==> config.mk <==
export PLATFORM = sky130hd
export DESIGN_NAME = ccc_core_regs
export DESIGN_NICKNAME = d
export VERILOG_FILES = /design/src/design/ccc_pkg.sv /design/src/design/ccc_core_regs.sv /design/src/design/ccc_btb_valid.sv
export VERILOG_INCLUDE_DIRS = /design/src /design/src/design
export SDC_FILE = /design/constraint.sdc
export NUM_CORES = 1
export LEC_CHECK = 0
export ABC_AREA = 1
export BUFFER_PORTS_ARGS = -buffer_cell sky130_fd_sc_hd__buf_2
export CAP_MARGIN = 10
export CORE_MARGIN = 2
export CORE_UTILIZATION = 49
export CTS_CLUSTER_DIAMETER = 60
export DETAILED_ROUTE_END_ITERATION = 10
export GPL_ROUTABILITY_DRIVEN = 1
export PLACE_DENSITY_LB_ADDON = 0.05
export SLEW_MARGIN = 20
export SYNTH_ARGS = -nofsm -noshare
export SYNTH_HDL_FRONTEND = slang
export SYNTH_SLANG_ARGS = --single-unit
==> constraint.sdc <==
create_clock -name REF_CLK -period 1.6 [get_ports REF_CLK]
set_input_delay 0.24 -clock REF_CLK [delete_from_list [all_inputs] [get_ports REF_CLK]]
set_output_delay 0.24 -clock REF_CLK [all_outputs]
set_load 0.02 [all_outputs]
==> src/design/ccc_defs.svh <==
// constants for the core configuration and control register bank
`ifndef CCC_DEFS_SVH
`define CCC_DEFS_SVH
`define CCC_SPR_HWCFG      10'h3F0
`define CCC_SPR_SYSCTL     10'h3F1
`define CCC_SPR_BRANCH     10'h3F5
`define CCC_SPR_TMRSTS     10'h150
`define CCC_HWCFG_RESET    32'h0000_0000
`define CCC_SYSCTL_RESET   32'h0000_0000
`define CCC_BRANCH_RESET   32'h0000_0000
`define CCC_TMRSTS_MASK    32'hFC00_0000
`define CCC_TMRSTS_FIS     26
`define CCC_HW_MCHK_EN     31
`define CCC_HW_DOZE        23
`define CCC_HW_NAP         22
`define CCC_HW_SLEEP       21
`define CCC_HW_ICR         17
`define CCC_HW_NHR         16
`define CCC_HW_TIMEBASE_ENABLE        14
`define CCC_HW_TBSEL       13
`define CCC_HW_DCLR_EXT    12
`define CCC_HW_DCLR_CRIT   11
`define CCC_HW_CCLR_DBG    10
`define CCC_HW_MCLR_DBG    9
`define CCC_HW_DBG_UNIT    8
`define CCC_HW_TOUCH_NOP   0
`define CCC_HWCFG_MASK     32'h80E3_7F01
`define CCC_SYS_CTL_HI     15
`define CCC_SYS_CTL_LO     8
`define CCC_SYS_RSV        7
`define CCC_BR_FLASH       9
`define CCC_BR_ALLOC_HI    5
`define CCC_BR_ALLOC_LO    4
`define CCC_BR_PRED_HI     2
`define CCC_BR_PRED_LO     1
`define CCC_BR_EN          0
`define CCC_BRANCH_MASK    32'h0000_0037
`define CCC_BTB_DEPTH      16
`endif

==> src/design/ccc_pkg.sv <==
// types for the core configuration and control register bank
package ccc_pkg;
  typedef enum logic [1:0] {
    CCC_ALLOC_ALL  = 2'h0,
    CCC_ALLOC_NBWD = 2'h1,
    CCC_ALLOC_NFWD = 2'h2,
    CCC_ALLOC_NONE = 2'h3
  } ccc_alloc_e;
  typedef struct packed {
    logic        wr;
    logic        rd;
    logic [9:0]  spr;
    logic [31:0] wdata;
  } ccc_spr_req_s;
  typedef struct packed {
    logic        ext_irq;
    logic        crit_irq;
    logic        wdog_irq;
    logic        nmi_irq;
    logic        mchk_irq;
    logic        dbg_irq;
  } ccc_irq_s;
endpackage

==> src/design/ccc_core_regs.sv <==
// core configuration, system control and branch unit control registers
`timescale 1ns/1ns
`default_nettype none
`include "ccc_defs.svh"
module ccc_core_regs
  import ccc_pkg::*;
#(
  parameter int BTB_DEPTH = `CCC_BTB_DEPTH,
  parameter int BTB_IW    = $clog2(BTB_DEPTH)
) (
  input  wire logic              REF_CLK,
  input  wire logic              RST_N,
  input  wire ccc_spr_req_s      SPR_REQ,
  output logic [31:0]            SPR_RDATA,
  output logic                   SPR_ILLEGAL,
  input  wire logic              FIS_EVENT,
  input  wire logic              MCHK_PIN_N,
  output logic                   MCHK_REPORT,
  input  wire logic              WAIT_ENABLE,
  output logic                   DOZE_MODE,
  output logic                   NAP_MODE,
  output logic                   SLEEP_MODE,
  input  wire ccc_irq_s          IRQ_TAKEN,
  input  wire logic              RSV_SET,
  input  wire logic              RSV_CLR,
  output logic                   RESERVATION,
  output logic                   DBG_CLR_EXT_EN,
  output logic                   DBG_CLR_CRIT_EN,
  output logic                   CLR_DBG_EN,
  output logic                   DBG_USE_DBG_PAIR,
  input  wire logic              DBG_RETURN_EXEC,
  output logic                   DBG_RETURN_ILLEGAL,
  output logic                   TOUCH_NOOP,
  input  wire logic              TB_EXT_CLK,
  output logic [63:0]            TIMEBASE,
  output logic [7:0]             SYSTEM_CTRL_OUT,
  input  wire logic              BR_VALID,
  input  wire logic              BR_DISP_MSB,
  input  wire logic [BTB_IW-1:0] BR_IDX,
  output logic                   BR_HIT,
  output logic                   BR_ALLOC,
  output logic                   BR_PRED_TAKEN
);
  typedef struct packed {
    logic [31:0] timer_status;
    logic [31:0] hw;
    logic [7:0]  sysctl;
    logic        rsv;
    logic [31:0] br;
    logic [31:0] rdata;
    logic        illegal;
    logic        mchk;
    logic [2:0]  pmode;
    logic [2:0]  clr;
    logic        dbg_pair;
    logic        dbg_ret_ill;
    logic        noop;
    logic        tb_ext_q;
    logic [63:0] tb;
    logic        hit;
    logic        alloc;
    logic        pred;
  } ccc_st_s;
  ccc_st_s st_ff, nxt_st;
  logic       flash;
  logic       look_valid;
  logic       dbg_on;
  logic       clr_en;
  logic       tb_tick;
  logic       bwd;
  logic       rsv_kill;
  ccc_alloc_e apol;
  assign dbg_on = st_ff.hw[`CCC_HW_DBG_UNIT];
  assign bwd    = BR_DISP_MSB;
  assign apol   = ccc_alloc_e'(st_ff.br[`CCC_BR_ALLOC_HI:`CCC_BR_ALLOC_LO]);
  assign flash  = SPR_REQ.wr && SPR_REQ.spr == `CCC_SPR_BRANCH && SPR_REQ.wdata[`CCC_BR_FLASH];
  assign clr_en = st_ff.hw[`CCC_HW_ICR];
  assign rsv_kill = clr_en && (IRQ_TAKEN.ext_irq || IRQ_TAKEN.crit_irq || IRQ_TAKEN.nmi_irq);
  // external clock sampled as a synchronous level; a rising edge is one tick
  assign tb_tick = st_ff.hw[`CCC_HW_TBSEL] ? (st_ff.tb_ext_q == 1'b0 && TB_EXT_CLK) : 1'b1;
  always_comb begin
    nxt_st = st_ff;
    nxt_st.illegal = 1'b0;
    // writes: timer status is clear-only, never loaded
    if (SPR_REQ.wr) begin
      if (SPR_REQ.spr == `CCC_SPR_TMRSTS) begin
        nxt_st.timer_status = st_ff.timer_status & ~SPR_REQ.wdata & `CCC_TMRSTS_MASK;
      end else if (SPR_REQ.spr == `CCC_SPR_HWCFG) begin
        nxt_st.hw = SPR_REQ.wdata & `CCC_HWCFG_MASK;
      end else if (SPR_REQ.spr == `CCC_SPR_SYSCTL) begin
        nxt_st.sysctl = SPR_REQ.wdata[`CCC_SYS_CTL_HI:`CCC_SYS_CTL_LO];
      end else if (SPR_REQ.spr == `CCC_SPR_BRANCH) begin
        nxt_st.br = SPR_REQ.wdata & `CCC_BRANCH_MASK;
      end else begin
        nxt_st.illegal = 1'b1;
      end
    end
    // event set wins over a same-cycle clear
    if (FIS_EVENT) begin
      nxt_st.timer_status[`CCC_TMRSTS_FIS] = 1'b1;
    end
    nxt_st.rdata = '0;
    if (SPR_REQ.rd) begin
      if (SPR_REQ.spr == `CCC_SPR_TMRSTS) begin
        nxt_st.rdata = st_ff.timer_status;
      end else if (SPR_REQ.spr == `CCC_SPR_HWCFG) begin
        nxt_st.rdata = st_ff.hw;
      end else if (SPR_REQ.spr == `CCC_SPR_SYSCTL) begin
        nxt_st.rdata[`CCC_SYS_CTL_HI:`CCC_SYS_CTL_LO] = st_ff.sysctl;
        nxt_st.rdata[`CCC_SYS_RSV] = st_ff.rsv;
      end else if (SPR_REQ.spr == `CCC_SPR_BRANCH) begin
        nxt_st.rdata = st_ff.br;
      end else begin
        nxt_st.illegal = 1'b1;
      end
    end
    // reservation: interrupt clear beats a same-cycle set
    if (RSV_SET) begin
      nxt_st.rsv = 1'b1;
    end
    if (RSV_CLR || rsv_kill) begin
      nxt_st.rsv = 1'b0;
    end
    nxt_st.mchk = !MCHK_PIN_N && st_ff.hw[`CCC_HW_MCHK_EN];
    nxt_st.pmode = {3{WAIT_ENABLE}} &
                   {st_ff.hw[`CCC_HW_DOZE], st_ff.hw[`CCC_HW_NAP], st_ff.hw[`CCC_HW_SLEEP]};
    // debug unit off forces every clearing control to one
    nxt_st.clr[2] = IRQ_TAKEN.dbg_irq && (!dbg_on || st_ff.hw[`CCC_HW_DCLR_EXT]);
    nxt_st.clr[1] = IRQ_TAKEN.dbg_irq && (!dbg_on || st_ff.hw[`CCC_HW_DCLR_CRIT]);
    // critical, watchdog and machine check sources merged before the flop so the output is a plain register
    nxt_st.clr[0] = ((IRQ_TAKEN.crit_irq || IRQ_TAKEN.wdog_irq) && (!dbg_on || st_ff.hw[`CCC_HW_CCLR_DBG])) ||
                    (IRQ_TAKEN.mchk_irq && (!dbg_on || st_ff.hw[`CCC_HW_MCLR_DBG]));
    nxt_st.dbg_pair    = dbg_on;
    nxt_st.dbg_ret_ill = DBG_RETURN_EXEC && !dbg_on;
    nxt_st.noop        = st_ff.hw[`CCC_HW_TOUCH_NOP];
    nxt_st.tb_ext_q    = TB_EXT_CLK;
    if (st_ff.hw[`CCC_HW_TIMEBASE_ENABLE] && tb_tick) begin
      nxt_st.tb = st_ff.tb + 64'h1;
    end
    // branch unit: buffer only used while prediction enabled
    nxt_st.hit   = BR_VALID && st_ff.br[`CCC_BR_EN] && look_valid;
    nxt_st.alloc = 1'b0;
    nxt_st.pred  = 1'b0;
    if (BR_VALID && !(st_ff.br[`CCC_BR_EN] && look_valid)) begin
      case (st_ff.br[`CCC_BR_PRED_HI:`CCC_BR_PRED_LO])
        2'h0: nxt_st.pred = 1'b1;
        2'h1: nxt_st.pred = !bwd;
        2'h2: nxt_st.pred = bwd;
        default: nxt_st.pred = 1'b0;
      endcase
      if (st_ff.br[`CCC_BR_EN]) begin
        case (apol)
          CCC_ALLOC_ALL:  nxt_st.alloc = 1'b1;
          CCC_ALLOC_NBWD: nxt_st.alloc = !bwd;
          CCC_ALLOC_NFWD: nxt_st.alloc = bwd;
          default:        nxt_st.alloc = 1'b0;
        endcase
      end
    end
  end
  always_ff @(posedge REF_CLK) begin
    if (!RST_N) begin
      st_ff       <= '0;
      st_ff.hw    <= `CCC_HWCFG_RESET;
      st_ff.br    <= `CCC_BRANCH_RESET;
      st_ff.sysctl <= 8'h00;
    end else begin
      st_ff <= nxt_st;
    end
  end
  ccc_btb_valid #(
    .DEPTH (BTB_DEPTH),
    .IW    (BTB_IW)
  ) u_btb (
    .clk        (REF_CLK),
    .rst_n      (RST_N),
    .flash      (flash),
    .alloc      (nxt_st.alloc),
    .alloc_idx  (BR_IDX),
    .look_idx   (BR_IDX),
    .look_valid (look_valid)
  );
  assign SPR_RDATA          = st_ff.rdata;
  assign SPR_ILLEGAL        = st_ff.illegal;
  assign MCHK_REPORT        = st_ff.mchk;
  assign DOZE_MODE          = st_ff.pmode[2];
  assign NAP_MODE           = st_ff.pmode[1];
  assign SLEEP_MODE         = st_ff.pmode[0];
  assign RESERVATION        = st_ff.rsv;
  assign DBG_CLR_EXT_EN     = st_ff.clr[2];
  assign DBG_CLR_CRIT_EN    = st_ff.clr[1];
  assign CLR_DBG_EN         = st_ff.clr[0];
  assign DBG_USE_DBG_PAIR   = st_ff.dbg_pair;
  assign DBG_RETURN_ILLEGAL = st_ff.dbg_ret_ill;
  assign TOUCH_NOOP         = st_ff.noop;
  assign TIMEBASE           = st_ff.tb;
  assign SYSTEM_CTRL_OUT    = st_ff.sysctl;
  assign BR_HIT             = st_ff.hit;
  assign BR_ALLOC           = st_ff.alloc;
  assign BR_PRED_TAKEN      = st_ff.pred;
  property p_tsr_w1c;
    @(posedge REF_CLK) disable iff (!RST_N)
    SPR_REQ.wr && SPR_REQ.spr == `CCC_SPR_TMRSTS && SPR_REQ.wdata[`CCC_TMRSTS_FIS] && !FIS_EVENT
    |=> !st_ff.timer_status[`CCC_TMRSTS_FIS];
  endproperty
  a_tsr_w1c: assert property (p_tsr_w1c) else $error("timer status bit not cleared");
  property p_fis_set;
    @(posedge REF_CLK) disable iff (!RST_N) FIS_EVENT |=> st_ff.timer_status[`CCC_TMRSTS_FIS];
  endproperty
  a_fis_set: assert property (p_fis_set) else $error("fixed interval status not set");
  property p_tsr_rsvd;
    @(posedge REF_CLK) disable iff (!RST_N) (st_ff.timer_status & ~`CCC_TMRSTS_MASK) == 32'h0000_0000;
  endproperty
  a_tsr_rsvd: assert property (p_tsr_rsvd) else $error("unimplemented timer status bit set");
  property p_mchk;
    @(posedge REF_CLK) disable iff (!RST_N)
    MCHK_REPORT |-> $past(st_ff.hw[`CCC_HW_MCHK_EN]) && !$past(MCHK_PIN_N);
  endproperty
  a_mchk: assert property (p_mchk) else $error("masked machine check reported");
  property p_mchk_mask;
    @(posedge REF_CLK) disable iff (!RST_N) !st_ff.hw[`CCC_HW_MCHK_EN] |=> !MCHK_REPORT;
  endproperty
  a_mchk_mask: assert property (p_mchk_mask) else $error("machine check reported while masked");
  property p_doze;
    @(posedge REF_CLK) disable iff (!RST_N) WAIT_ENABLE && st_ff.hw[`CCC_HW_DOZE] |=> DOZE_MODE;
  endproperty
  a_doze: assert property (p_doze) else $error("doze not entered");
  property p_nap;
    @(posedge REF_CLK) disable iff (!RST_N) WAIT_ENABLE && st_ff.hw[`CCC_HW_NAP] |=> NAP_MODE;
  endproperty
  a_nap: assert property (p_nap) else $error("nap not entered");
  property p_sleep;
    @(posedge REF_CLK) disable iff (!RST_N) WAIT_ENABLE && st_ff.hw[`CCC_HW_SLEEP] |=> SLEEP_MODE;
  endproperty
  a_sleep: assert property (p_sleep) else $error("sleep not entered");
  property p_rsv;
    @(posedge REF_CLK) disable iff (!RST_N) rsv_kill |=> !RESERVATION;
  endproperty
  a_rsv: assert property (p_rsv) else $error("reservation survived interrupt");
  property p_rsv_keep;
    @(posedge REF_CLK) disable iff (!RST_N) RESERVATION && !clr_en && !RSV_CLR |=> RESERVATION;
  endproperty
  a_rsv_keep: assert property (p_rsv_keep) else $error("reservation lost with clearing off");
  property p_nhr_keep;
    @(posedge REF_CLK) disable iff (!RST_N)
    st_ff.hw[`CCC_HW_NHR] && !(SPR_REQ.wr && SPR_REQ.spr == `CCC_SPR_HWCFG) |=> st_ff.hw[`CCC_HW_NHR];
  endproperty
  a_nhr_keep: assert property (p_nhr_keep) else $error("not-reset flag dropped without reset");
  property p_tb_hold;
    @(posedge REF_CLK) disable iff (!RST_N) !st_ff.hw[`CCC_HW_TIMEBASE_ENABLE] |=> $stable(TIMEBASE);
  endproperty
  a_tb_hold: assert property (p_tb_hold) else $error("time base moved while disabled");
  property p_dbg_off;
    @(posedge REF_CLK) disable iff (!RST_N) !dbg_on && IRQ_TAKEN.dbg_irq |=> DBG_CLR_EXT_EN && DBG_CLR_CRIT_EN;
  endproperty
  a_dbg_off: assert property (p_dbg_off) else $error("enables not cleared with debug unit off");
  property p_rfdi;
    @(posedge REF_CLK) disable iff (!RST_N) DBG_RETURN_EXEC && dbg_on |=> !DBG_RETURN_ILLEGAL;
  endproperty
  a_rfdi: assert property (p_rfdi) else $error("debug return flagged illegal");
  property p_rfdi_ill;
    @(posedge REF_CLK) disable iff (!RST_N) DBG_RETURN_EXEC && !dbg_on |=> DBG_RETURN_ILLEGAL;
  endproperty
  a_rfdi_ill: assert property (p_rfdi_ill) else $error("debug return accepted with unit off");
  property p_sysout;
    @(posedge REF_CLK) disable iff (!RST_N) SPR_REQ.wr && SPR_REQ.spr == `CCC_SPR_SYSCTL
    |=> SYSTEM_CTRL_OUT == $past(SPR_REQ.wdata[`CCC_SYS_CTL_HI:`CCC_SYS_CTL_LO]);
  endproperty
  a_sysout: assert property (p_sysout) else $error("system control outputs not updated");
  property p_nohit;
    @(posedge REF_CLK) disable iff (!RST_N) !st_ff.br[`CCC_BR_EN] |=> !BR_HIT && !BR_ALLOC;
  endproperty
  a_nohit: assert property (p_nohit) else $error("hit or allocation while disabled");
  property p_alloc_none;
    @(posedge REF_CLK) disable iff (!RST_N) BR_VALID && apol == CCC_ALLOC_NONE |=> !BR_ALLOC;
  endproperty
  a_alloc_none: assert property (p_alloc_none) else $error("allocation under code 11");
  property p_static_predict_sel_none;
    @(posedge REF_CLK) disable iff (!RST_N) st_ff.br[`CCC_BR_PRED_HI:`CCC_BR_PRED_LO] == 2'h3 |=> !BR_PRED_TAKEN;
  endproperty
  a_static_predict_sel_none: assert property (p_static_predict_sel_none) else $error("predicted taken under code 11");
  property p_pred_all;
    @(posedge REF_CLK) disable iff (!RST_N)
    BR_VALID && !look_valid && st_ff.br[`CCC_BR_PRED_HI:`CCC_BR_PRED_LO] == 2'h0 |=> BR_PRED_TAKEN;
  endproperty
  a_pred_all: assert property (p_pred_all) else $error("miss not predicted taken under code 00");
  property p_flash_rd;
    @(posedge REF_CLK) disable iff (!RST_N) SPR_REQ.rd && SPR_REQ.spr == `CCC_SPR_BRANCH |=> !SPR_RDATA[`CCC_BR_FLASH];
  endproperty
  a_flash_rd: assert property (p_flash_rd) else $error("flash bit read as one");
  c_flash: cover property (@(posedge REF_CLK) flash);
  c_alloc: cover property (@(posedge REF_CLK) BR_ALLOC);
  c_sleep: cover property (@(posedge REF_CLK) SLEEP_MODE);
endmodule
`default_nettype wire

==> src/design/ccc_btb_valid.sv <==
// valid flags of the branch target buffer, with flash clear and lookup
`timescale 1ns/1ns
`default_nettype none
module ccc_btb_valid
  import ccc_pkg::*;
#(
  parameter int DEPTH = 16,
  parameter int IW    = $clog2(DEPTH)
) (
  input  wire logic          clk,
  input  wire logic          rst_n,
  input  wire logic          flash,
  input  wire logic          alloc,
  input  wire logic [IW-1:0] alloc_idx,
  input  wire logic [IW-1:0] look_idx,
  output logic               look_valid
);
  typedef struct packed {
    logic [DEPTH-1:0] vld;
  } ccc_btbv_s;
  ccc_btbv_s st_ff, nxt_st;
  always_comb begin
    nxt_st = st_ff;
    if (alloc) begin
      nxt_st.vld[alloc_idx] = 1'b1;
    end
    // flash clear overrides a same-cycle allocation
    if (flash) begin
      nxt_st.vld = '0;
    end
  end
  always_ff @(posedge clk) begin
    if (!rst_n) begin
      st_ff <= '0;
    end else begin
      st_ff <= nxt_st;
    end
  end
  assign look_valid = st_ff.vld[look_idx];
  property p_flash_clears;
    @(posedge clk) disable iff (!rst_n) flash |=> st_ff.vld == '0;
  endproperty
  a_flash_clears: assert property (p_flash_clears) else $error("flash clear failed");
endmodule
`default_nettype wire

# [After elaboration in Yosys (flattened, before gate mapping)]
# Cells that the tools add are included.
[word_totals] word_cells=112 register_bits=161
[classes] eq_ne=8 reduce_logical=42 order_cmp=2 n_bitwise=9 addsub=1 n_mux=30
[ops] operator="$mux 32" n=3
[ops] operator="$mux 67" n=1
[ops] operator="$add 64x1->64 const B" n=1
[ops] operator="$mux 40" n=1
[ops] operator="$and 32x32->32" n=1
[ops] operator="$not 32->32" n=1
[ops] operator="$eq 10x10->1 const B" n=3
[ops] operator="$mux 27" n=1
[ops] operator="$mux 8" n=3
[ops] operator="$logic_and 1x1->1" n=16
[ops] operator="$or 16x16->16" n=1
[ops] operator="$mux 1" n=14
[ops] operator="$eq 10x9->1 const B" n=1
[ops] operator="$logic_or 1x1->1" n=9
[ops] operator="$mux 9" n=1
[ops] operator="$reduce_and 2->1" n=4
[ops] operator="$mux 6" n=1
[ops] operator="$pmux 1 s3" n=2
[ops] operator="$lt 4x5->1 const B" n=1
[ops] operator="$not 1->1" n=5
[ops] operator="$reduce_and 5->1" n=1
[ops] operator="$bmux 1 s4" n=1
[ops] operator="$demux 1 s4" n=1
[ops] operator="$eq 2x1->1 const B" n=2
[ops] operator="other kinds (10)" n=17

# [Depth between registers and ports, before layout]
# Gate-level depths: netlist (run 1).
[logic_depth] ltp_word=11 mapped_depth=12 ltp_nobuf=12

# [Cells and area by module]
# A second synthesis (run 1) with hierarchy kept.
[hier_totals] cells_unflattened=1143 area_unflattened_um2=7888.8
[modules_own_cells] module="ccc_core_regs" cells_per_inst=1025 area_per_inst_um2=7084.3 n_inst=1 seq_area_each_um2=2762.6
[modules_own_cells] module="ccc_btb_valid" cells_per_inst=118 area_per_inst_um2=804.5 n_inst=1 seq_area_each_um2=320.3

# [Worst setup path after synthesis (run 1)]
# No wires, ideal clock.
[synth_timing] kind="flip-flop to flip-flop" startpoint="reg st_ff, in the netlist TIMEBASE[1]" endpoint="reg st_ff, in the netlist TIMEBASE[58]" required_time_ns=1.487 arrival_ns=1.467 setup_ns=0.113 path_buffers=0 path_slack_ns=0.020 synth_period_minus_slack_ns=1.580 path_stages_with_launch=11 cell_sequence="dfxtp_1 ha_1 inv_1 nor2_4 nand2_4 nor2_8 nand2_4 nor2_4 nand3_1 o21ai_1 nor2_1"
[synth_between] elab_chain_cells=1
[synth_lines] element="start, declared" line_no="ccc_core_regs.sv:64" source="ccc_st_s st_ff, nxt_st;"
[synth_lines] element="start signal, assigned" line_no="ccc_core_regs.sv:168" source="st_ff <= nxt_st;"
[synth_lines] element="$add 64x1->64" line_no="ccc_core_regs.sv:138" source="nxt_st.tb = st_ff.tb + 64'h1;"
# No other way between the ends.
# A chain may end at the register's enable or synchronous reset.

# [Worst setup path in the final report (run 1)]
[layout_timing] startpoint="reg st_ff, in the netlist TIMEBASE[0]" endpoint="reg st_ff, in the netlist TIMEBASE[33]"
# The elaborated chain is that of the path after synthesis.

==> flow_metrics.py, run 1 <==
metrics = {
    "global_routing": {
        "grt_pass1_wl_um": 34600,
        "gr-usage-all-layers_pct": 24.35,
        "antenna_found_initial": 0,
        "grt_pass1_vias": 7217,
        "grt-ovfl-total": 0,
        "grt_max_degree": 26,
    },
    "logic_synthesis": {
        "ys.flop_type": "dfxtp_1",
        "synthArstFlopShare_pct": 0,
        "muxShareOfSynthArea_pct": 0,
        "netlist_instances": 1143,
        "synth_compound_area_share_pct": 9.574,
        "synth_edf_count": 0,
        "yosysWarnings": 0,
        "synth_xor_area_share_pct": 1.185,
        "syn_area_per_cell_um2": 7.112,
        "synth_top_family_by_area": "simple AND/OR/NAND/NOR gates",
        "synthSimpleGateAreaFrac_pct": 33.49,
        "yosysSeqAreaShare_pct": 37.93,
        "synth-adder-area-share_pct": 0.1539,
        "synth_area_um2": 8129,
        "synth_cell_type_count": 51,
        "synth_seq_cells": 154,
    },
    "finish": {
        "nNetsFinal": 1419,
        "area_growth_pct": 27.40,
        "final_cell_mix": "nand2_1, buf_2, nor2_1, buf_4, inv_1",
        "n_antenna_cell": 0,
        "final_common_cell": "nand2_1",
        "drive_gt1_share_pct": 36.24,
    },
    "worst_setup_path": {
        "reg2reg_from": "TIMEBASE[0]",
        "endpoint_kind": "register",
        "start_kind": "register",
        "crit_fanout": 8,
        "worstPathArrival_ns": 1.95,
        "worstSetupStartpoint": "TIMEBASE[0]",
        "crit_type": "register to register",
        "required_ns": 1.96,
    },
    "status": {
        "run_status": "completed",
    },
    "sta": {
        "report.final.setup_viol": 0,
        "hold_viol_final": 0,
        "tns_ns": 0,
        "max_freq_mhz": 628.3,
        "drv_slew": 0,
        "fin_crit_sh_pct": 99.47,
        "final.min_clock_period_ns": 1.592,
        "rsz0062_at_grt": "yes",
        "worst_clock_skew_ns": 0.009002,
    },
    "clock_network": {
        "cts_tree": "done",
        "clk_latency_ns": 0.43,
        "htreeDepth": 4,
        "cts.sinks": 154,
        "path_clk_slew_ns": 0.07,
        "cts-buffers-inserted": 17,
        "cts_root_buf": "clkbuf_16",
        "clockBufferDepth": 2,
    },
    "placed_design": {
        "gp_congestion": 0.8922,
        "hpwlAfterDp_um": 16520,
        "portBuffers": 168,
    },
    "die": {
        "die_h_um": 132.8,
        "num_rows": 47,
        "die-area_um2": 17640,
        "initial_core_util_pct": 49.55,
        "core_area_um2": 16410,
        "io_pins": 184,
        "fp.dieW_um": 132.8,
    },
    "min_path": {
        "hold_path_class": "input port to register",
        "hold_start": "TB_EXT_CLK",
    },
    "pwr": {
        "ir_drop_v": 0.0007169,
        "total_power_uw": 7980,
        "leakagePower_uw": 0.004825,
        "powerDensity_nw_per_um2": 770.6,
    },
    "routing": {
        "via_count": 7598,
        "drtPass1Iterations": 7,
        "wl_per_cell_um": 13.44,
        "via_per_inst": 4.791,
        "drtIter0Drc": 386,
        "post-route-drc-count": 0,
        "ant_nets": 0,
        "routed_wl_um": 21320,
    },
    "job": {
        "maxCapViolCount": 0,
    },
}
## flip-flops by register name, indices dropped and copies added, names as in the netlist, 2 cells and up
register / flops
TIMEBASE: 64
u_btb.st_ff: 16
apol: 2
SYSTEM_CTRL_OUT: 8
SPR_RDATA: 25
st_ff: 21
## cell type report
| type | instances | area [um^2] |
|---|---|---|
| flip-flops and latches | 154 | 3137 |
| clock buffers | 19 | 442.9 |
| repair buffers | 311 | 1973 |
| clock inverters | 13 | 112.6 |
| inverters | 143 | 539.3 |
| multi-input cells | 726 | 3876 |
| fillers | 1510 | 6051 |
| well taps | 220 | 275.3 |
## routing by layer
| metal | global-route usage, % | share of wire, % | vias up |
|---|---|---|---|
| li1 | - | - | 3948 |
| met1 | 30.47 | 45 | 3429 |
| met2 | 42.63 | 49 | 193 |
| met3 | 4.100 | 4.4 | 28 |
| met5 | 0 | 0 | - |
| met4 | 7.885 | 2.0 | 0 |
## report_power, final
| group | internal (uW) | leakage (uW) | switching, uW |
|---|---|---|---|
| registers | 3840 | 0.00126 | 3.85 |
| clock network | 2060 | 0.000257 | 1740 |
| logic | 118 | 0.00331 | 214 |
## final timing paths
path,endpoint,slack [ns],depth (start not counted)
max,TIMEBASE[33],0.008,9
min,st_ff[67],0.02,3
max reg2reg,TIMEBASE[33],0.008,9
min reg2reg,SPR_RDATA[16],0.43,2
## cells in the mapped netlist (6+ instances only)
master | n | share of area, %
clkbuf_1 | 12 | 0.55
inv_1 | 139 | 6.4
nand3_2 | 10 | 1.2
nand2_1 | 218 | 10
o21ai_1 | 8 | 0.49
nor4_1 | 6 | 0.46
nor2_1 | 171 | 7.9
a21oi_1 | 58 | 3.6
nor3_1 | 42 | 2.6
nor2_2 | 10 | 0.77
a21oi_2 | 6 | 0.65
nor2_4 | 8 | 1.1
buf_4 | 104 | 9.6
nand4_1 | 18 | 1.4
nand3_1 | 56 | 3.4
xor2_1 | 8 | 0.86
o21ai_0 | 44 | 2.7
dfxtp_1 | 154 | 38
nand2_2 | 10 | 0.77
## stage by stage
| step | hold slack (ns) | instance area [um^2] | util [%] | instances | setup slack [ns] |
|---|---|---|---|---|---|
| after floorplan | 0.3185 | 8152 | - | 1149 | 0.01954 |
| after global placement | 0.4060 | 9435 | 57.51 | 1546 | -0.07259 |
| after detailed placement | 0.4074 | 9435 | 57.51 | 1546 | -0.1251 |
| after CTS | 0.01540 | 10080 | 61.42 | 1581 | -0.06580 |
| after global routing | 0.02800 | 10360 | 63.12 | 1586 | -0.08335 |
| final | 0.01656 | 10360 | 63.12 | 1586 | 0.008461 |
## cells by family after synthesis
group / count (synthesis)
buffers and inverters: 269
adders and majority gates: 1
DFF: 154
other: 1
AOI/OAI and AO/OA: 135
and+or+nand+nor: 572
xor gates and xnor gates: 11
## worst max-delay path, cell delays in order, from the launching register on
cell	delay, ns
dfxtp_4	0.37
inv_2	0.05
nor2_4	0.12
nand3_4	0.12
nor2_8	0.22
nand3_4	0.14
nor2_8	0.20
buf_4	0.14
o21ai_1	0.05
a21oi_1	0.11
## timing repair
action | in CTS | in global routing
hold buffers | 2 | 0
pin swaps | 11 | 29
endpoints found under the setup margin | 25 | 44
setup buffers | 1 | 5
hold endpoints to repair | 2 | 0
gates resized for setup | 17 | 95
(Power assumes the default switching activity.)
==> run 2: changes to the inputs <==
--- a/config.mk
+++ b/config.mk
@@ -6,11 +6,10 @@
 export SDC_FILE = /design/constraint.sdc
 export NUM_CORES = 1
 export LEC_CHECK = 0
-export ABC_AREA = 1
 export BUFFER_PORTS_ARGS = -buffer_cell sky130_fd_sc_hd__buf_2
 export CAP_MARGIN = 10
 export CORE_MARGIN = 2
-export CORE_UTILIZATION = 49
+export CORE_UTILIZATION = 50
 export CTS_CLUSTER_DIAMETER = 60
 export DETAILED_ROUTE_END_ITERATION = 10
 export GPL_ROUTABILITY_DRIVEN = 1
==> constraint.sdc (replaced) <==
create_clock -name REF_CLK -period 1.95 [get_ports REF_CLK]
set_input_delay 0.2925 -clock REF_CLK [delete_from_list [all_inputs] [get_ports REF_CLK]]
set_output_delay 0.2925 -clock REF_CLK [all_outputs]
set_load 0.02 [all_outputs]
==> flow_metrics.py, run 2 <==
metrics = {
    "logic_synthesis": {
        "synth_cell_type_count": 50,
        "synth_area_um2": 6987,
        "syn_area_per_cell_um2": 8.934,
        "yosysSeqAreaShare_pct": 44.13,
        "synthArstFlopShare_pct": 0,
        "netlist_instances": 782,
        "synth_largest_area_cell": "dfxtp_1",
        "synth_seq_cells": 154,
        "synth_area_leaders": "dfxtp_1, buf_4, mux2i_1",
        "synth_edf_count": 0,
        "ys.flop_type": "dfxtp_1",
        "synth_top_area_share_pct": 44.13,
        "synthTopCellsByCount": "dfxtp_1, buf_4, nor2_1",
        "yosysWarnings": 0,
        "post-synth-top-count-cell": "dfxtp_1",
    },
    "clock_network": {
        "cts_tree": "done",
        "htreeDepth": 4,
        "path_clk_slew_ns": 0.06,
        "clockBufferDepth": 2,
        "cts.sinks": 154,
        "clk_latency_ns": 0.42,
        "cts_root_buf": "clkbuf_16",
        "ctsHoldBuffers": 0,
        "cts-buffers-inserted": 17,
    },
    "global_routing": {
        "gr-usage-all-layers_pct": 24.24,
        "grt_max_degree": 89,
        "grt_pass1_vias": 5833,
        "grt-ovfl-total": 0,
        "grt_pass1_wl_um": 28280,
        "antenna_found_initial": 0,
    },
    "die": {
        "core_area_um2": 13770,
        "initial_core_util_pct": 50.73,
        "io_pins": 184,
        "die-area_um2": 14940,
        "fp.dieW_um": 122.2,
        "num_rows": 43,
        "die_h_um": 122.2,
    },
    "sta": {
        "worst_clock_skew_ns": 0.003963,
        "maxSlewHeadroom_pct": 54.73,
        "final.min_clock_period_ns": 2.050,
        "rsz0062_at_grt": "yes",
        "max_freq_mhz": 487.9,
        "hold_viol_final": 0,
        "drv_slew": 0,
        "worst_pin_slew_ns": 0.6790,
        "tns_ns": -0.5609,
        "timing.final.ws_setup_ns": -0.09968,
        "report.final.setup_viol": 7,
        "fin_crit_sh_pct": 105.1,
    },
    "routing": {
        "routed_wl_um": 17820,
        "wl_per_cell_um": 15.62,
        "drtPass1Iterations": 5,
        "via_per_inst": 5.286,
        "post-route-drc-count": 0,
        "ant_nets": 0,
        "drtIter0Drc": 396,
        "via_count": 6031,
    },
    "finish": {
        "layout.cells.non_filler": 1141,
        "final_cell_mix": "buf_2, dfxtp_1, buf_4, nor2_1, nand2_1",
        "final_common_cell": "buf_2",
        "n_antenna_cell": 0,
        "fin_util_pct": 64.30,
        "area_growth_pct": 26.75,
        "drive_gt1_share_pct": 37.98,
        "nNetsFinal": 1014,
        "postLayoutCellArea_um2": 8856,
        "largest_reg_flops": 64,
    },
    "worst_setup_path": {
        "endpoint": "TIMEBASE[50]",
        "crit_fanout": 6,
        "required_ns": 2.31,
        "r2r_cells": 5,
        "worstPathArrival_ns": 2.40,
        "start_kind": "register",
        "reg2reg_slack_ns": -0.1,
        "worstSetupStartpoint": "TIMEBASE[27]",
        "crit-reg2reg-capture": "TIMEBASE[50]",
        "reg2reg_from": "TIMEBASE[27]",
        "crit_type": "register to register",
        "endpoint_kind": "register",
    },
    "min_path": {
        "hold_path_class": "input port to register",
    },
    "placed_design": {
        "dpl.cell_count": 1100,
        "gp_congestion": 0.8066,
        "place_area_um2": 7966,
        "portBuffers": 168,
        "hpwlAfterDp_um": 12710,
    },
    "status": {
        "violations": "negative setup slack",
        "run_status": "complete, but fails checks",
    },
    "pwr": {
        "leakagePower_uw": 0.003970,
        "total_power_uw": 6924,
        "powerDensity_nw_per_um2": 781.9,
        "ir_drop_v": 0.0006131,
    },
    "job": {
        "maxCapViolCount": 0,
    },
}
## run 2: worst min-delay path by stage
| stage | cells past startpoint | slack, ns | startpoint | end |
|---|---|---|---|---|
| finish | 2 | 0.02 | MCHK_PIN_N | MCHK_REPORT |
| global route | 2 | 0.007 | MCHK_PIN_N | MCHK_REPORT |
| CTS | 2 | 0.008 | MCHK_PIN_N | MCHK_REPORT |
| detailed placement | 2 | 0.42 | st_ff[212] | st_ff[212] |
| global placement | 2 | 0.41 | st_ff[214] | st_ff[214] |
| floorplan | 1 | 0.36 | MCHK_PIN_N | MCHK_REPORT |
## run 2: worst max-delay path: stages, from the launching register on
cell and delay (ns):
dfxtp_2 0.35, nand4_4 0.13, nor4_4 0.37, or4b_4 0.56, or4_4 0.44, a21oi_2 0.14
## run 2: where the power goes
part           switching (uW)  internal [uW]  leakage (uW)
clock network            1330           2220      0.000302
logic                     141           81.6       0.00241
registers                3.45           3160       0.00125
## run 2: layout make-up
cell class	instances	area, um^2
fill	1189	4917
timing repair buffer	273	1665
clock inverter	13	190.2
clock buffer	19	452.9
inverter	13	48.80
sequential	154	3110
tap	180	225.2
multi-input combinational	489	3163
## run 2: repair_timing
item,CTS,global route
endpoints found under the hold margin,0,0
setup buffers,5,2
cloned,1,1
pin swaps,10,13
endpoints found under the setup margin,15,26
gates resized for setup,16,29
## run 2: cells by family (layout without fill, tap and decap cells)
logic type,count (synthesis),after routing,synth area share (%)
other,1,7,0.05367
xor gates and xnor gates,29,29,3.635
buffers and inverters,146,318,13.54
muxes,34,34,5.587
and+or+nand+nor,292,293,22.55
DFF,154,154,44.13
AOI/OAI and AO/OA,125,125,10.33
adders and majority gates,1,1,0.1791
## run 2: stage by stage
stage,worst slack (ns),hold WS [ns]
CTS,-0.1045,0.008174
finish,-0.09968,0.01963
floorplan,-0.07325,0.3641
global route,-0.1770,0.006545
detailed placement,-0.1182,0.4196
global placement,-0.09790,0.4143
## run 2: per-layer routing
layer,GRT usage [%],share of wire [%],vias up
met5,0,0,-
met4,9.914,2.7,0
met3,6.273,6.1,38
met2,41.56,48,188
met1,28.86,43,2840
li1,-,-,2965
==> run 3: changes to the inputs <==
--- a/config.mk
+++ b/config.mk
@@ -14,6 +14,7 @@
 export DETAILED_ROUTE_END_ITERATION = 10
 export GPL_ROUTABILITY_DRIVEN = 1
 export PLACE_DENSITY_LB_ADDON = 0.05
+export REMOVE_ABC_BUFFERS = 1
 export SLEW_MARGIN = 20
 export SYNTH_ARGS = -nofsm -noshare
 export SYNTH_HDL_FRONTEND = slang
==> flow_metrics.py, run 3 (synthesized netlist as in run 2, its figures left out) <==
metrics = {
    "status": {
        "run_status": "complete, but fails checks",
        "violations": "negative setup slack",
    },
    "routing": {
        "ant_nets": 0,
        "drtPass1Iterations": 4,
        "wl_per_cell_um": 14.95,
        "via_count": 5982,
        "drtIter0Drc": 341,
        "post-route-drc-count": 0,
        "routed_wl_um": 17280,
        "via_per_inst": 5.175,
    },
    "global_routing": {
        "gr-usage-all-layers_pct": 23.64,
        "grt-ovfl-total": 0,
        "grt_pass1_wl_um": 27760,
        "grt_pass1_vias": 5783,
        "antenna_found_initial": 1,
        "grt_max_degree": 89,
    },
    "worst_setup_path": {
        "reg2reg_slack_ns": -0.1,
        "crit_fanout": 6,
        "crit-reg2reg-capture": "TIMEBASE[58]",
        "reg2reg_from": "TIMEBASE[28]",
        "start_kind": "register",
        "crit_type": "register to register",
        "endpoint_kind": "register",
        "required_ns": 2.30,
        "r2r_cells": 5,
        "worstPathArrival_ns": 2.40,
    },
    "job": {
        "maxCapViolCount": 0,
    },
    "finish": {
        "n_antenna_cell": 0,
        "multi_input_area_um2": 3133,
        "largest_reg_flops": 64,
        "fillers": 1183,
        "layout.cells.non_filler": 1156,
        "area_growth_pct": 27.90,
        "regArea_um2": 3097,
        "drive_gt1_share_pct": 37.91,
        "final_common_cell": "buf_2",
        "final_cell_mix": "buf_2, dfxtp_1, buf_4, nor2_1, nand2_1",
        "nNetsFinal": 1029,
    },
    "die": {
        "fp.dieW_um": 122.2,
        "initial_core_util_pct": 50.73,
        "die-area_um2": 14940,
        "num_rows": 43,
        "io_pins": 184,
        "die_h_um": 122.2,
        "core_area_um2": 13770,
    },
    "clock_network": {
        "cts_tree": "done",
        "ctsHoldBuffers": 0,
        "clockBufferDepth": 2,
        "htreeDepth": 4,
        "path_clk_slew_ns": 0.06,
        "clk_latency_ns": 0.42,
        "cts_root_buf": "clkbuf_16",
        "cts.sinks": 154,
        "cts-buffers-inserted": 17,
    },
    "min_path": {
        "worstHoldEndpoint": "MCHK_REPORT",
        "holdPathStages": 2,
        "hold_path_class": "input port to register",
        "hold_start": "MCHK_PIN_N",
    },
    "pwr": {
        "ir_drop_v": 0.0005714,
        "leakagePower_uw": 0.004057,
        "powerDensity_nw_per_um2": 775.4,
    },
    "placed_design": {
        "hpwlAfterDp_um": 12370,
        "gp_congestion": 0.8191,
        "portBuffers": 168,
        "dpl.cell_count": 1112,
        "dp_slack_ns": -0.2662,
    },
    "sta": {
        "drv_slew": 0,
        "timing.final.ws_setup_ns": -0.09793,
        "max_freq_mhz": 488.3,
        "report.final.setup_viol": 8,
        "fin_crit_sh_pct": 105.0,
        "rsz0062_at_grt": "yes",
        "maxSlewHeadroom_pct": 55.05,
        "hold_viol_final": 0,
        "worst_clock_skew_ns": 0.007283,
        "final.min_clock_period_ns": 2.048,
        "worst_pin_slew_ns": 0.6742,
    },
}
-- run 3: cell count changes in the layout (fill, tap and decap cells not counted), moves of 2 or more --
cell / delta
nand3_4: -3
clkinvlp_4: -2
o31ai_2: +2
dfxtp_2: -8
a21oi_2: +4
dfxtp_1: +9
buf_6: +6
nand3_1: +2
buf_4: +9
clkbuf_8: +2
nor4_1: +2
a21oi_1: -3
o31ai_1: -3
-- run 3: repair_timing --
item / CTS / global route
resized for setup: 23 / 26
pin swaps: 28 / 14
setup buffers: 7 / 4
endpoints found under the setup margin: 26 / 28
cloned: 1 / 1
-- run 3: layout make-up --
class,count,share of cell area (%)
multi-input combinational,489,35.06
sequential,154,34.65
timing repair buffer,288,19.98
clock buffer,22,5.419
inverter,13,0.5461
tap,180,2.520
clock inverter,10,1.820
-- run 3: where the power goes --
part	switching, uW	internal [uW]	leakage, uW
sequential	3.03	3160	0.00125
clock	1270	2280	0.000313
combinational	137	80.9	0.00250
-- run 3: worst max path at each step --
stage	startpoint	endpoint	slack, ns	cells after the start
finish	TIMEBASE[28]	TIMEBASE[58]	-0.1	5
global route	TIMEBASE[28]	TIMEBASE[50]	-0.17	5
CTS	TIMEBASE[28]	TIMEBASE[62]	-0.13	5
detailed placement	TB_EXT_CLK	TIMEBASE[60]	-0.27	8
global placement	TB_EXT_CLK	TIMEBASE[56]	-0.28	8
floorplan	TIMEBASE[0]	TIMEBASE[57]	-0.56	5
-- run 3: worst max-delay path, cell delays in order (launching register included) --
cell	delay, ns
dfxtp_2	0.33
nand4_1	0.16
nor4_4	0.39
or4b_4	0.55
or4_1	0.43
a21oi_2	0.12
-- run 3: per-layer routing --
layer / vias up / track usage, % / routed length, um
li1: 2988 / - / -
met1: 2801 / 27.98 / 7486
met2: 165 / 40.97 / 8417
met3: 26 / 6.599 / 1052
met4: 2 / 8.333 / 311
met5: - / 0 / 13
-- run 3: per-stage QoR --
stage               total power, uW  utilization, %  hold WS (ns)  TNS [ns]  cell area [um^2]
floorplan                      3311               -        0.3641    -12.72              6112
global placement               3441           58.15        0.4160    -2.781              8009
detailed placement             3445           58.15        0.4172    -2.847              8009
CTS                            6985           63.88       0.01106   -0.7435              8798
global route                   7153           64.88      0.009552    -2.335              8936
finish                         6929           64.88       0.02886   -0.6984              8936
